===== config.mk =====
export PLATFORM = sky130hd
export DESIGN_NAME = nhc_host
export DESIGN_NICKNAME = d
export VERILOG_FILES = /design/src/include/nhc_pkg.sv /design/src/rtl/nhc_fifo.sv /design/src/rtl/nhc_host.sv
export SDC_FILE = /design/constraint.sdc
export NUM_CORES = 1
export LEC_CHECK = 0
export BUFFER_PORTS_ARGS = -buffer_cell sky130_fd_sc_hd__clkbuf_2
export CORE_ASPECT_RATIO = 1.2
export CORE_MARGIN = 1
export CORE_UTILIZATION = 55
export DETAILED_ROUTE_END_ITERATION = 8
export PLACE_DENSITY = 0.74
export SYNTH_ARGS = -nofsm -noshare
export SYNTH_HDL_FRONTEND = slang
export SYNTH_SLANG_ARGS = --single-unit

===== constraint.sdc =====
create_clock -name sys_clk -period 8.1 [get_ports sys_clk]
set_input_delay 2.025 -clock sys_clk [delete_from_list [all_inputs] [get_ports sys_clk]]
set_output_delay 2.025 -clock sys_clk [all_outputs]
set_load 0.02 [all_outputs]

===== src/include/nhc_pkg.sv =====
// constants, timing figures and carrier types for the nand host controller
// assumes a single 200 MHz system clock
package nhc_pkg;
	// ----------------------------------------------------------------
	// clock and pin timing
	// ----------------------------------------------------------------
	localparam int unsigned CLK_MHZ = 200;
	localparam int unsigned T_WP_NS = 35;
	localparam int unsigned T_WH_NS = 20;
	localparam int unsigned T_RP_NS = 50;
	localparam int unsigned T_REH_NS = 15;
	localparam int unsigned T_WB_NS = 100;
	localparam int unsigned T_ADL_NS = 100;
	localparam int unsigned WP_CYC = (T_WP_NS * CLK_MHZ + 999) / 1000;
	localparam int unsigned WC_CYC = WP_CYC + (T_WH_NS * CLK_MHZ + 999) / 1000;
	localparam int unsigned RP_CYC = (T_RP_NS * CLK_MHZ + 999) / 1000;
	localparam int unsigned RC_CYC = RP_CYC + (T_REH_NS * CLK_MHZ + 999) / 1000;
	localparam int unsigned WB_CYC = (T_WB_NS * CLK_MHZ + 999) / 1000;
	localparam int unsigned ADL_CYC = (T_ADL_NS * CLK_MHZ + 999) / 1000;
	// ----------------------------------------------------------------
	// array operation limits
	// ----------------------------------------------------------------
	localparam int unsigned PROG_TYP_US = 200;
	localparam int unsigned PROG_MAX_US = 700;
	localparam int unsigned CBSY_TYP_US = 3;
	localparam int unsigned CBSY_MAX_US = 700;
	localparam int unsigned ERASE_TYP_MS = 2;
	localparam int unsigned ERASE_MAX_MS = 3;
	localparam int unsigned READ_MAX_US = 25;
	localparam int unsigned PROG_MAX_CYC = PROG_MAX_US * CLK_MHZ;
	localparam int unsigned CBSY_MAX_CYC = CBSY_MAX_US * CLK_MHZ;
	localparam int unsigned ERASE_MAX_CYC = ERASE_MAX_MS * 1000 * CLK_MHZ;
	localparam int unsigned READ_MAX_CYC = READ_MAX_US * CLK_MHZ;
	localparam logic [2:0] NOP_MAX = 3'h4;
	localparam int unsigned SPARE_COL_BIT = 11;
	localparam int unsigned PAGE_ROW_BITS = 6;
	localparam int unsigned ADDR_CYCLES = 4;
	localparam logic [1:0] ERASE_FIRST_ADDR = 2'h2;
	// ----------------------------------------------------------------
	// command bytes
	// ----------------------------------------------------------------
	localparam logic [7:0] CMD_PROG = 8'h80;
	localparam logic [7:0] CONF_PROG = 8'h10;
	localparam logic [7:0] CONF_CACHE = 8'h15;
	localparam logic [7:0] CMD_ERASE = 8'h60;
	localparam logic [7:0] CONF_ERASE = 8'hD0;
	localparam logic [7:0] CMD_READ = 8'h00;
	localparam logic [7:0] CONF_READ = 8'h30;
	// ----------------------------------------------------------------
	// carriers
	// ----------------------------------------------------------------
	typedef enum logic [1:0] {
		OP_PROG = 2'h0,
		OP_CACHE = 2'h1,
		OP_ERASE = 2'h2,
		OP_READ = 2'h3
	} nhc_op_t;
	typedef struct packed {
		nhc_op_t op;
		logic blk_bad;
		logic [15:0] col;
		logic [15:0] row;
		logic [11:0] len_m1;
	} nhc_req_t;
	typedef struct packed {
		logic timeout;
		logic refused;
	} nhc_done_t;
endpackage


===== src/rtl/nhc_fifo.sv =====
// small synchronous fifo for program data bytes
// assumes one clock, both sides on sys_clk
`timescale 1ns/100ps
module nhc_fifo #(
	parameter int unsigned WIDTH = 8,
	parameter int unsigned DEPTH = 8
) (
	input wire logic sys_clk,
	input wire logic rstn,
	input wire logic in_valid,
	output logic in_ready,
	input wire logic [WIDTH-1:0] in_data,
	output logic out_valid,
	input wire logic out_ready,
	output logic [WIDTH-1:0] out_data
);
	localparam int unsigned AW = $clog2(DEPTH);
	logic [WIDTH-1:0] mem_ff [DEPTH];
	logic [AW-1:0] wp_ff;
	logic [AW-1:0] rp_ff;
	logic [AW:0] cnt_ff;
	wire logic push = in_valid && in_ready;
	wire logic pop = out_valid && out_ready;
	wire logic [AW-1:0] last = AW'(DEPTH - 1);
	assign in_ready = cnt_ff != (AW + 1)'(DEPTH);
	assign out_valid = cnt_ff != '0;
	assign out_data = mem_ff[rp_ff];
	always_ff @(posedge sys_clk) begin
		if (push) begin
			mem_ff[wp_ff] <= in_data;
		end
	end
	always_ff @(posedge sys_clk or negedge rstn) begin
		if (!rstn) begin
			wp_ff <= '0;
			rp_ff <= '0;
			cnt_ff <= '0;
		end else begin
			if (push) begin
				wp_ff <= (wp_ff == last) ? '0 : wp_ff + 1'b1;
			end
			if (pop) begin
				rp_ff <= (rp_ff == last) ? '0 : rp_ff + 1'b1;
			end
			cnt_ff <= cnt_ff + (AW + 1)'(push) - (AW + 1)'(pop);
		end
	end
endmodule


===== src/rtl/nhc_host.sv =====
// host controller driving an 8-bit nand flash over its strobe pins
// assumes the flash pins are wired straight to the ports; io and ready/busy are asynchronous
//
// What this block does
// - command byte written with command latch high, address latch low, select low.
// - address bytes written with address latch high; full address is four cycles.
// - read bytes fetched by toggling output strobe with latches low, write strobe high.
// - no page programmed over four times in a row between erases, main and spare apart; only the last programmed page is counted.
// - at least 100 ns from last address strobe to first data strobe.
// - never erase or program a factory-marked bad block.
// - page program is 80h, address, data, then confirm 10h.
// - block erase is 60h, block address cycles, then confirm D0h.
`timescale 1ns/100ps
module nhc_host #(
	parameter int unsigned FIFO_DEPTH = 8,
	parameter int unsigned PROG_TO_CYC = nhc_pkg::PROG_MAX_CYC,
	parameter int unsigned CBSY_TO_CYC = nhc_pkg::CBSY_MAX_CYC,
	parameter int unsigned ERASE_TO_CYC = nhc_pkg::ERASE_MAX_CYC,
	parameter int unsigned READ_TO_CYC = nhc_pkg::READ_MAX_CYC
) (
	input wire logic sys_clk,
	input wire logic rstn,
	input wire logic req_valid,
	output logic req_ready,
	input wire nhc_pkg::nhc_req_t req,
	input wire logic write_protect,
	input wire logic wdata_valid,
	output logic wdata_ready,
	input wire logic [7:0] wdata,
	output logic rdata_valid,
	input wire logic rdata_ready,
	output logic [7:0] rdata,
	output logic done,
	output nhc_pkg::nhc_done_t done_stat,
	output logic cmd_latch,
	output logic addr_latch,
	output logic chip_sel_n,
	output logic write_strobe_n,
	output logic output_strobe_n,
	output logic write_prot_n,
	output logic [7:0] io_out,
	output logic io_oe,
	input wire logic [7:0] io_in,
	input wire logic ready_busy_n
);
	// ----------------------------------------------------------------
	// state and storage
	// ----------------------------------------------------------------
	typedef enum logic [8:0] {
		S_IDLE = 9'h001,
		S_CMD1 = 9'h002,
		S_ADDR = 9'h004,
		S_ADL = 9'h008,
		S_DATA = 9'h010,
		S_CMD2 = 9'h020,
		S_BUSY = 9'h040,
		S_RDAT = 9'h080,
		S_DONE = 9'h100
	} nhc_state_t;
	nhc_state_t st_ff, nxt_st;
	nhc_pkg::nhc_req_t req_ff;
	logic [7:0] cnt_ff;
	logic [19:0] wt_ff;
	logic [11:0] byte_ff;
	logic [1:0] abyte_ff;
	logic [2:0] rb_sync_ff;
	logic [7:0] io_s1_ff, io_s2_ff, io_s3_ff;
	logic [15:0] last_row_ff;
	logic [2:0] nop_ff [2];
	logic timeout_ff, refused_ff;
	logic cmd_latch_ff, addr_latch_ff, chip_sel_n_ff, write_strobe_n_ff;
	logic output_strobe_n_ff, write_prot_n_ff, io_oe_ff, done_ff;
	logic [7:0] io_out_ff, rdata_ff;
	logic rdata_valid_ff;
	logic f_valid;
	logic [7:0] f_data;
	// ----------------------------------------------------------------
	// decode
	// ----------------------------------------------------------------
	function automatic logic is_write_op(input nhc_pkg::nhc_op_t op);
		return op != nhc_pkg::OP_READ;
	endfunction
	wire logic st_wr = st_ff inside {S_CMD1, S_ADDR, S_DATA, S_CMD2};
	wire logic data_wait = (st_ff == S_DATA) && (cnt_ff == '0) && !f_valid;
	wire logic rd_wait = (st_ff == S_RDAT) && (cnt_ff == '0) && !rdata_ready;
	wire logic f_pop = (st_ff == S_DATA) && (cnt_ff == '0) && f_valid;
	wire logic wc_end = cnt_ff == 8'(nhc_pkg::WC_CYC - 1);
	wire logic rc_end = cnt_ff == 8'(nhc_pkg::RC_CYC - 1);
	wire logic rd_take = (st_ff == S_RDAT) && (cnt_ff == 8'(nhc_pkg::RP_CYC - 1));
	wire logic rb_ready = rb_sync_ff[1] && rb_sync_ff[2];
	wire logic io_stable = io_s2_ff == io_s3_ff;
	wire logic req_spare = req.col[nhc_pkg::SPARE_COL_BIT];
	wire logic same_page = req.row == last_row_ff;
	wire logic same_blk = req.row[15:nhc_pkg::PAGE_ROW_BITS] == last_row_ff[15:nhc_pkg::PAGE_ROW_BITS];
	wire logic [2:0] nop_now = same_page ? nop_ff[req_spare] : 3'h0;
	wire logic is_prog = req.op inside {nhc_pkg::OP_PROG, nhc_pkg::OP_CACHE};
	wire logic refuse = (is_prog && nop_now >= nhc_pkg::NOP_MAX)
		|| (is_write_op(req.op) && (write_protect || req.blk_bad));
	wire logic accept = (st_ff == S_IDLE) && req_valid && !refuse;
	wire logic reject = (st_ff == S_IDLE) && req_valid && refuse;
	wire logic [31:0] addr_bytes = {req_ff.row, req_ff.col};
	wire logic [7:0] addr_byte = addr_bytes[{abyte_ff, 3'h0} +: 8];
	wire logic [19:0] to_lim = (req_ff.op == nhc_pkg::OP_PROG) ? 20'(PROG_TO_CYC - 1) :
		(req_ff.op == nhc_pkg::OP_CACHE) ? 20'(CBSY_TO_CYC - 1) :
		(req_ff.op == nhc_pkg::OP_ERASE) ? 20'(ERASE_TO_CYC - 1) :
		20'(READ_TO_CYC - 1);
	wire logic busy_to = wt_ff >= to_lim;
	wire logic [7:0] cmd1_byte = (req_ff.op == nhc_pkg::OP_ERASE) ? nhc_pkg::CMD_ERASE :
		(req_ff.op == nhc_pkg::OP_READ) ? nhc_pkg::CMD_READ : nhc_pkg::CMD_PROG;
	wire logic [7:0] cmd2_byte = (req_ff.op == nhc_pkg::OP_ERASE) ? nhc_pkg::CONF_ERASE :
		(req_ff.op == nhc_pkg::OP_READ) ? nhc_pkg::CONF_READ :
		(req_ff.op == nhc_pkg::OP_CACHE) ? nhc_pkg::CONF_CACHE : nhc_pkg::CONF_PROG;
	wire logic [7:0] cur_byte = (st_ff == S_CMD1) ? cmd1_byte :
		(st_ff == S_ADDR) ? addr_byte :
		(st_ff == S_CMD2) ? cmd2_byte :
		f_pop ? f_data : io_out_ff;
	// ----------------------------------------------------------------
	// sequencer
	// ----------------------------------------------------------------
	always_comb begin
		nxt_st = st_ff;
		unique case (st_ff)
			S_IDLE: begin
				if (accept) begin
					nxt_st = S_CMD1;
				end else if (reject) begin
					nxt_st = S_DONE;
				end
			end
			S_CMD1: begin
				if (wc_end) begin
					nxt_st = S_ADDR;
				end
			end
			S_ADDR: begin
				if (wc_end && abyte_ff == 2'(nhc_pkg::ADDR_CYCLES - 1)) begin
					nxt_st = is_prog_ff() ? S_ADL : S_CMD2;
				end
			end
			S_ADL: begin
				if (wt_ff == 20'(nhc_pkg::ADL_CYC - 1)) begin
					nxt_st = S_DATA;
				end
			end
			S_DATA: begin
				if (wc_end && byte_ff == req_ff.len_m1) begin
					nxt_st = S_CMD2;
				end
			end
			S_CMD2: begin
				if (wc_end) begin
					nxt_st = S_BUSY;
				end
			end
			S_BUSY: begin
				// wait out the strobe-to-busy window, then follow the pin
				if (wt_ff >= 20'(nhc_pkg::WB_CYC) && rb_ready) begin
					nxt_st = (req_ff.op == nhc_pkg::OP_READ) ? S_RDAT : S_DONE;
				end else if (busy_to) begin
					nxt_st = S_DONE;
				end
			end
			S_RDAT: begin
				if (rc_end && byte_ff == req_ff.len_m1) begin
					nxt_st = S_DONE;
				end
			end
			S_DONE: begin
				nxt_st = S_IDLE;
			end
		endcase
	end
	function automatic logic is_prog_ff();
		return req_ff.op inside {nhc_pkg::OP_PROG, nhc_pkg::OP_CACHE};
	endfunction
	wire logic cnt_run = (st_wr || st_ff == S_RDAT) && !data_wait && !rd_wait;
	wire logic cnt_wrap = (st_ff == S_RDAT) ? rc_end : wc_end;
	wire logic byte_step = (st_ff inside {S_DATA, S_RDAT}) && cnt_wrap;
	wire logic new_state = nxt_st != st_ff;
	// ----------------------------------------------------------------
	// registers
	// ----------------------------------------------------------------
	always_ff @(posedge sys_clk or negedge rstn) begin
		if (!rstn) begin
			st_ff <= S_IDLE;
			req_ff <= '0;
			cnt_ff <= '0;
			wt_ff <= '0;
			byte_ff <= '0;
			abyte_ff <= '0;
			timeout_ff <= 1'b0;
			refused_ff <= 1'b0;
		end else begin
			st_ff <= nxt_st;
			cnt_ff <= (!cnt_run || cnt_wrap) ? '0 : cnt_ff + 8'h01;
			wt_ff <= new_state ? '0 : wt_ff + 20'h00001;
			byte_ff <= new_state ? '0 : byte_ff + 12'(byte_step);
			if (accept) begin
				req_ff <= req;
				abyte_ff <= (req.op == nhc_pkg::OP_ERASE) ? nhc_pkg::ERASE_FIRST_ADDR : 2'h0;
				timeout_ff <= 1'b0;
				refused_ff <= 1'b0;
			end else if (reject) begin
				timeout_ff <= 1'b0;
				refused_ff <= 1'b1;
			end else if (st_ff == S_ADDR && wc_end) begin
				abyte_ff <= abyte_ff + 2'h1;
			end else if (st_ff == S_BUSY && nxt_st == S_DONE) begin
				timeout_ff <= !(wt_ff >= 20'(nhc_pkg::WB_CYC) && rb_ready);
			end
		end
	end
	// partial program tracking per page, main and spare apart
	always_ff @(posedge sys_clk or negedge rstn) begin
		if (!rstn) begin
			last_row_ff <= '0;
			nop_ff[0] <= '0;
			nop_ff[1] <= '0;
		end else if (accept && is_prog) begin
			last_row_ff <= req.row;
			nop_ff[req_spare] <= nop_now + 3'h1;
			nop_ff[!req_spare] <= same_page ? nop_ff[!req_spare] : 3'h0;
		end else if (accept && req.op == nhc_pkg::OP_ERASE && same_blk) begin
			nop_ff[0] <= '0;
			nop_ff[1] <= '0;
		end
	end
	// pin and io synchronisers: three stages, a value counts once stages two and three agree
	always_ff @(posedge sys_clk or negedge rstn) begin
		if (!rstn) begin
			rb_sync_ff <= '0;
			io_s1_ff <= '0;
			io_s2_ff <= '0;
			io_s3_ff <= '0;
		end else begin
			rb_sync_ff <= {rb_sync_ff[1:0], ready_busy_n};
			io_s1_ff <= io_in;
			io_s2_ff <= io_s1_ff;
			io_s3_ff <= io_s2_ff;
		end
	end
	// ----------------------------------------------------------------
	// pin drive, all registered
	// ----------------------------------------------------------------
	wire logic wr_low = st_wr && !data_wait && cnt_ff < 8'(nhc_pkg::WP_CYC);
	wire logic rd_low = (st_ff == S_RDAT) && !rd_wait && cnt_ff < 8'(nhc_pkg::RP_CYC);
	always_ff @(posedge sys_clk or negedge rstn) begin
		if (!rstn) begin
			cmd_latch_ff <= 1'b0;
			addr_latch_ff <= 1'b0;
			chip_sel_n_ff <= 1'b1;
			write_strobe_n_ff <= 1'b1;
			output_strobe_n_ff <= 1'b1;
			write_prot_n_ff <= 1'b0;
			io_oe_ff <= 1'b0;
			io_out_ff <= '0;
			rdata_ff <= '0;
			rdata_valid_ff <= 1'b0;
			done_ff <= 1'b0;
		end else begin
			cmd_latch_ff <= st_ff inside {S_CMD1, S_CMD2};
			addr_latch_ff <= st_ff == S_ADDR;
			chip_sel_n_ff <= st_ff inside {S_IDLE, S_DONE};
			write_strobe_n_ff <= !wr_low;
			output_strobe_n_ff <= !rd_low;
			write_prot_n_ff <= !write_protect;
			io_oe_ff <= st_wr || st_ff == S_ADL;
			if (cnt_ff == '0) begin
				io_out_ff <= cur_byte;
			end
			rdata_valid_ff <= rd_take && io_stable;
			if (rd_take) begin
				rdata_ff <= io_s3_ff;
			end
			done_ff <= st_ff == S_DONE;
		end
	end
	nhc_fifo #(
		.WIDTH(8),
		.DEPTH(FIFO_DEPTH)
	) u_fifo (
		.sys_clk(sys_clk),
		.rstn(rstn),
		.in_valid(wdata_valid),
		.in_ready(wdata_ready),
		.in_data(wdata),
		.out_valid(f_valid),
		.out_ready(f_pop),
		.out_data(f_data)
	);
	assign req_ready = st_ff == S_IDLE;
	assign rdata_valid = rdata_valid_ff;
	assign rdata = rdata_ff;
	assign done = done_ff;
	assign done_stat = '{timeout: timeout_ff, refused: refused_ff};
	assign cmd_latch = cmd_latch_ff;
	assign addr_latch = addr_latch_ff;
	assign chip_sel_n = chip_sel_n_ff;
	assign write_strobe_n = write_strobe_n_ff;
	assign output_strobe_n = output_strobe_n_ff;
	assign write_prot_n = write_prot_n_ff;
	assign io_out = io_out_ff;
	assign io_oe = io_oe_ff;
endmodule


==> results.json <==
{
  "synthFlopType": "dfrtp_1",
  "ys_types": 69,
  "grt.total_usage_pct": 22.1,
  "tightest_slew_ns": 1.20,
  "numCtsBuffers": 26,
  "r2r_end": "byte_ff[10]",
  "switching_share_pct": 23.4,
  "io_pins": 99,
  "routed_wirelength_um": 22500,
  "num_rows": 57,
  "post_cts_buffers": 0,
  "syn_area_um2": 11400,
  "cts_sinks": 247,
  "layout.nets": 1088,
  "criticalPathCategory": "register to output port",
  "nFillCells": 1560,
  "first_global_vias": 7488,
  "multi_input_comb_area_um2": 4610,
  "htreeDepth": 1,
  "syn_to_final_growth_pct": 13.9,
  "synth_xor_area_share_pct": 5.92,
  "post-route-period-util_pct": 52.6,
  "cell_internal_pwr_mw": 2.16,
  "yosysSeqAreaShare_pct": 57.1,
  "grt_first_pass_wirelength_um": 37800,
  "maxCapViolCount": 0,
  "arrival_ns": 2.24,
  "final-seq-area_um2": 6510,
  "clk_pin_slew_worst_paths_ns": 0.06,
  "min_period_ns": 4.26,
  "dr.pass1.iters": 5,
  "die_h_um": 160,
  "hold_ws_ns": 0.350,
  "synth_common_cells": "dfrtp_1 (179), mux2_2 (66), edfxtp_1 (64)",
  "slew_viol_final": 0,
  "ant_nets": 0,
  "yosysWarnings": 0,
  "synth-seq-cells": 247,
  "rsz0062_at_grt": "no",
  "reg2regPathDepth": 11,
  "synth_top_cell_area_share_pct": 39.3,
  "critPathRequiredTime_ns": 6.08,
  "synth_fa_ha_area_share_pct": 3.12,
  "num_vias": 7374,
  "gp_congestion": 0.905,
  "initial_core_util_pct": 56.2,
  "synth_mux_area_share_pct": 13.0,
  "hold_depth": 0,
  "synth_compound_area_share_pct": 5.99,
  "synth.avg_cell_area_um2": 12.7,
  "start_kind": "register",
  "synthArstFlopShare_pct": 74.1,
  "synth-edff-count": 64,
  "grt_overflow": 0,
  "dp.cells": 1228,
  "die-area_um2": 21300,
  "cts_tree": "done",
  "synth_top_family_by_area": "multiplexers",
  "fmax_ghz": 0.235,
  "clock_skew_ns": 0.0207,
  "regToRegStartpoint": "req_ff[46]",
  "die_x_um": 133,
  "ys_top_cells_by_area": "dfrtp_1 (39%), edfxtp_1 (17%), mux2_2 (6.5%)",
  "netlist_instances": 897,
  "status": "complete, no violations",
  "wl_per_cell_um": 17.7,
  "p_seq_share_pct": 50.1,
  "grt_antenna_before_repair": 0,
  "cts_hold_buf": 0,
  "core_area_um2": 20300,
  "ctsResizeCount": 0,
  "switchingPower_mw": 0.659,
  "power.leakage_nw": 5.58,
  "setup_violations": 0,
  "holdCritStartpoint": "io_s1_ff[1]",
  "fin_ws_ns": 3.84,
  "final_cells": 1275,
  "combPwrFrac_pct": 8.8,
  "grt_max_degree": 104,
  "final_hold_viol_count": 0,
  "drive_gt1_share_pct": 25.6,
  "dpl-instance-area_um2": 12100,
  "yosys.area.top_type": "dfrtp_1",
  "cp_max_fo": 12,
  "hold_end": "io_s2_ff[1]",
  "r2r_slack_ns": 4.49,
  "diodes": 0,
  "power_density_nw_per_um2": 217,
  "preCtsSetupSlack_ns": 3.30,
  "synthSimpleGateAreaFrac_pct": 12.2,
  "min_path_type": "register to register",
  "cts.path.max_buffers": 3,
  "end_kind": "output port",
  "clkLatencyLatePin_ns": 0.53,
  "tns_ns": 0,
  "vdd_drop_max_v": 0.000211,
  "viasPerCell": 5.78,
  "first_iter_violations": 412,
  "port_buffers": 98,
  "finalInstanceArea_um2": 13000,
  "place_hpwl_um": 15300,
  "synth_nets": 994,
  "power_frac_clock_pct": 41.0,
  "yosysMostFrequentCell": "dfrtp_1",
  "drc": 0,
  "slew_headroom_pct": 20.1,
  "root_buffer": "clkbuf_16"
}
-- layout make-up --
class                           count  area share [%]
Tap cell                          265            2.56
Inverter                           26           0.752
Multi-Input combinational cell    583            35.5
Clock inverter                      8           0.492
Clock buffer                       39            6.16
Sequential cell                   247            50.2
Timing Repair Buffer              107            4.37
-- sequential cells by signal (all words and copies together), names as in the netlist, 4 cells and up --
register       cells
u_fifo.mem_ff     64
addr_bytes        32
wt_ff             20
last_row_ff       16
req_ff            14
byte_ff           12
st_ff              9
cnt_ff             8
io_out             8
io_s1_ff           8
io_s2_ff           8
io_s3_ff           8
rdata              8
nop_ff             6
u_fifo.cnt_ff      4
-- cell usage in the layout (no fill, tap or decap), types with 3 or more instances in the layout --
cell / instances
and2_1: 5
a2111oi_0: 4
xnor2_1: 48
nor2_1: 50
o21ai_0: 22
o21a_1: 3
a21o_1: 4
clkinvlp_4: 3
nor4_1: 12
dfstp_2: 4
nor2b_1: 4
mux2i_1: 12
xor2_1: 29
clkbuf_1: 3
dfrtp_1: 179
nand2b_1: 11
ha_1: 26
clkbuf_8: 11
mux2_1: 7
mux2_2: 66
o31ai_1: 4
a31oi_1: 7
nor3b_1: 4
a21oi_1: 23
nand3_1: 24
clkbuf_2: 97
nor3_1: 51
nand4_1: 21
or4_1: 5
nand2_1: 50
a211oi_1: 4
and3_1: 7
or3_1: 6
mux4_2: 24
edfxtp_1: 64
buf_4: 9
inv_1: 26
clkbuf_16: 26
or2_2: 5
-- per-layer routing --
metal | track usage [%] | vias to the layer above | part of all wire [%]
li1 | - | 3482 | -
met1 | 29.7 | 3659 | 43
met2 | 37.1 | 201 | 50
met3 | 3.81 | 32 | 5.6
met4 | 6.25 | 0 | 1.6
met5 | 0 | - | 0
-- power groups by stage --
stage / clock network (mW) / logic (mW) / registers [mW]
5_1_grt: 1.24 / 0.285 / 1.42
3_5_place_dp: 0 / 0.255 / 1.44
4_1_cts: 1.19 / 0.256 / 1.41
3_3_place_gp: 0 / 0.247 / 1.43
6_report: 1.16 / 0.249 / 1.41
2_1_floorplan: 0 / 0.163 / 1.42
-- critical path, stage by stage, from the launching register on --
cell	delay [ns]
dfrtp_1	0.51
or4b_1	0.62
nor3_1	0.34
clkbuf_2	0.24
-- stage by stage --
stage          power (mW)  utilization, %
4_1_cts              2.86            64.0
6_report             2.82            64.0
3_5_place_dp         1.69            59.8
5_1_grt              2.94            64.0
2_1_floorplan        1.58               -
3_3_place_gp         1.68            59.8
-- cells by family after synthesis --
family	Yosys count
AOI/OAI and AO/OA	101
xor gates and xnor gates	77
adders and majority gates	28
buffers and inverters	67
DFF	247
muxes	109
and+or+nand+nor	268
-- worst max path at each step --
stage / from / to / slack (ns)
6_report: st_ff[5] / req_ready / 3.84
5_1_grt: req[12] / last_row_ff[12] / 3.63
4_1_cts: st_ff[4] / req_ready / 3.80
3_5_place_dp: req[12] / last_row_ff[8] / 3.30
3_3_place_gp: req[16] / last_row_ff[12] / 3.41
2_1_floorplan: req[18] / addr_bytes[17] / 4.17
Note: power is estimated with default switching activity, not from simulation.
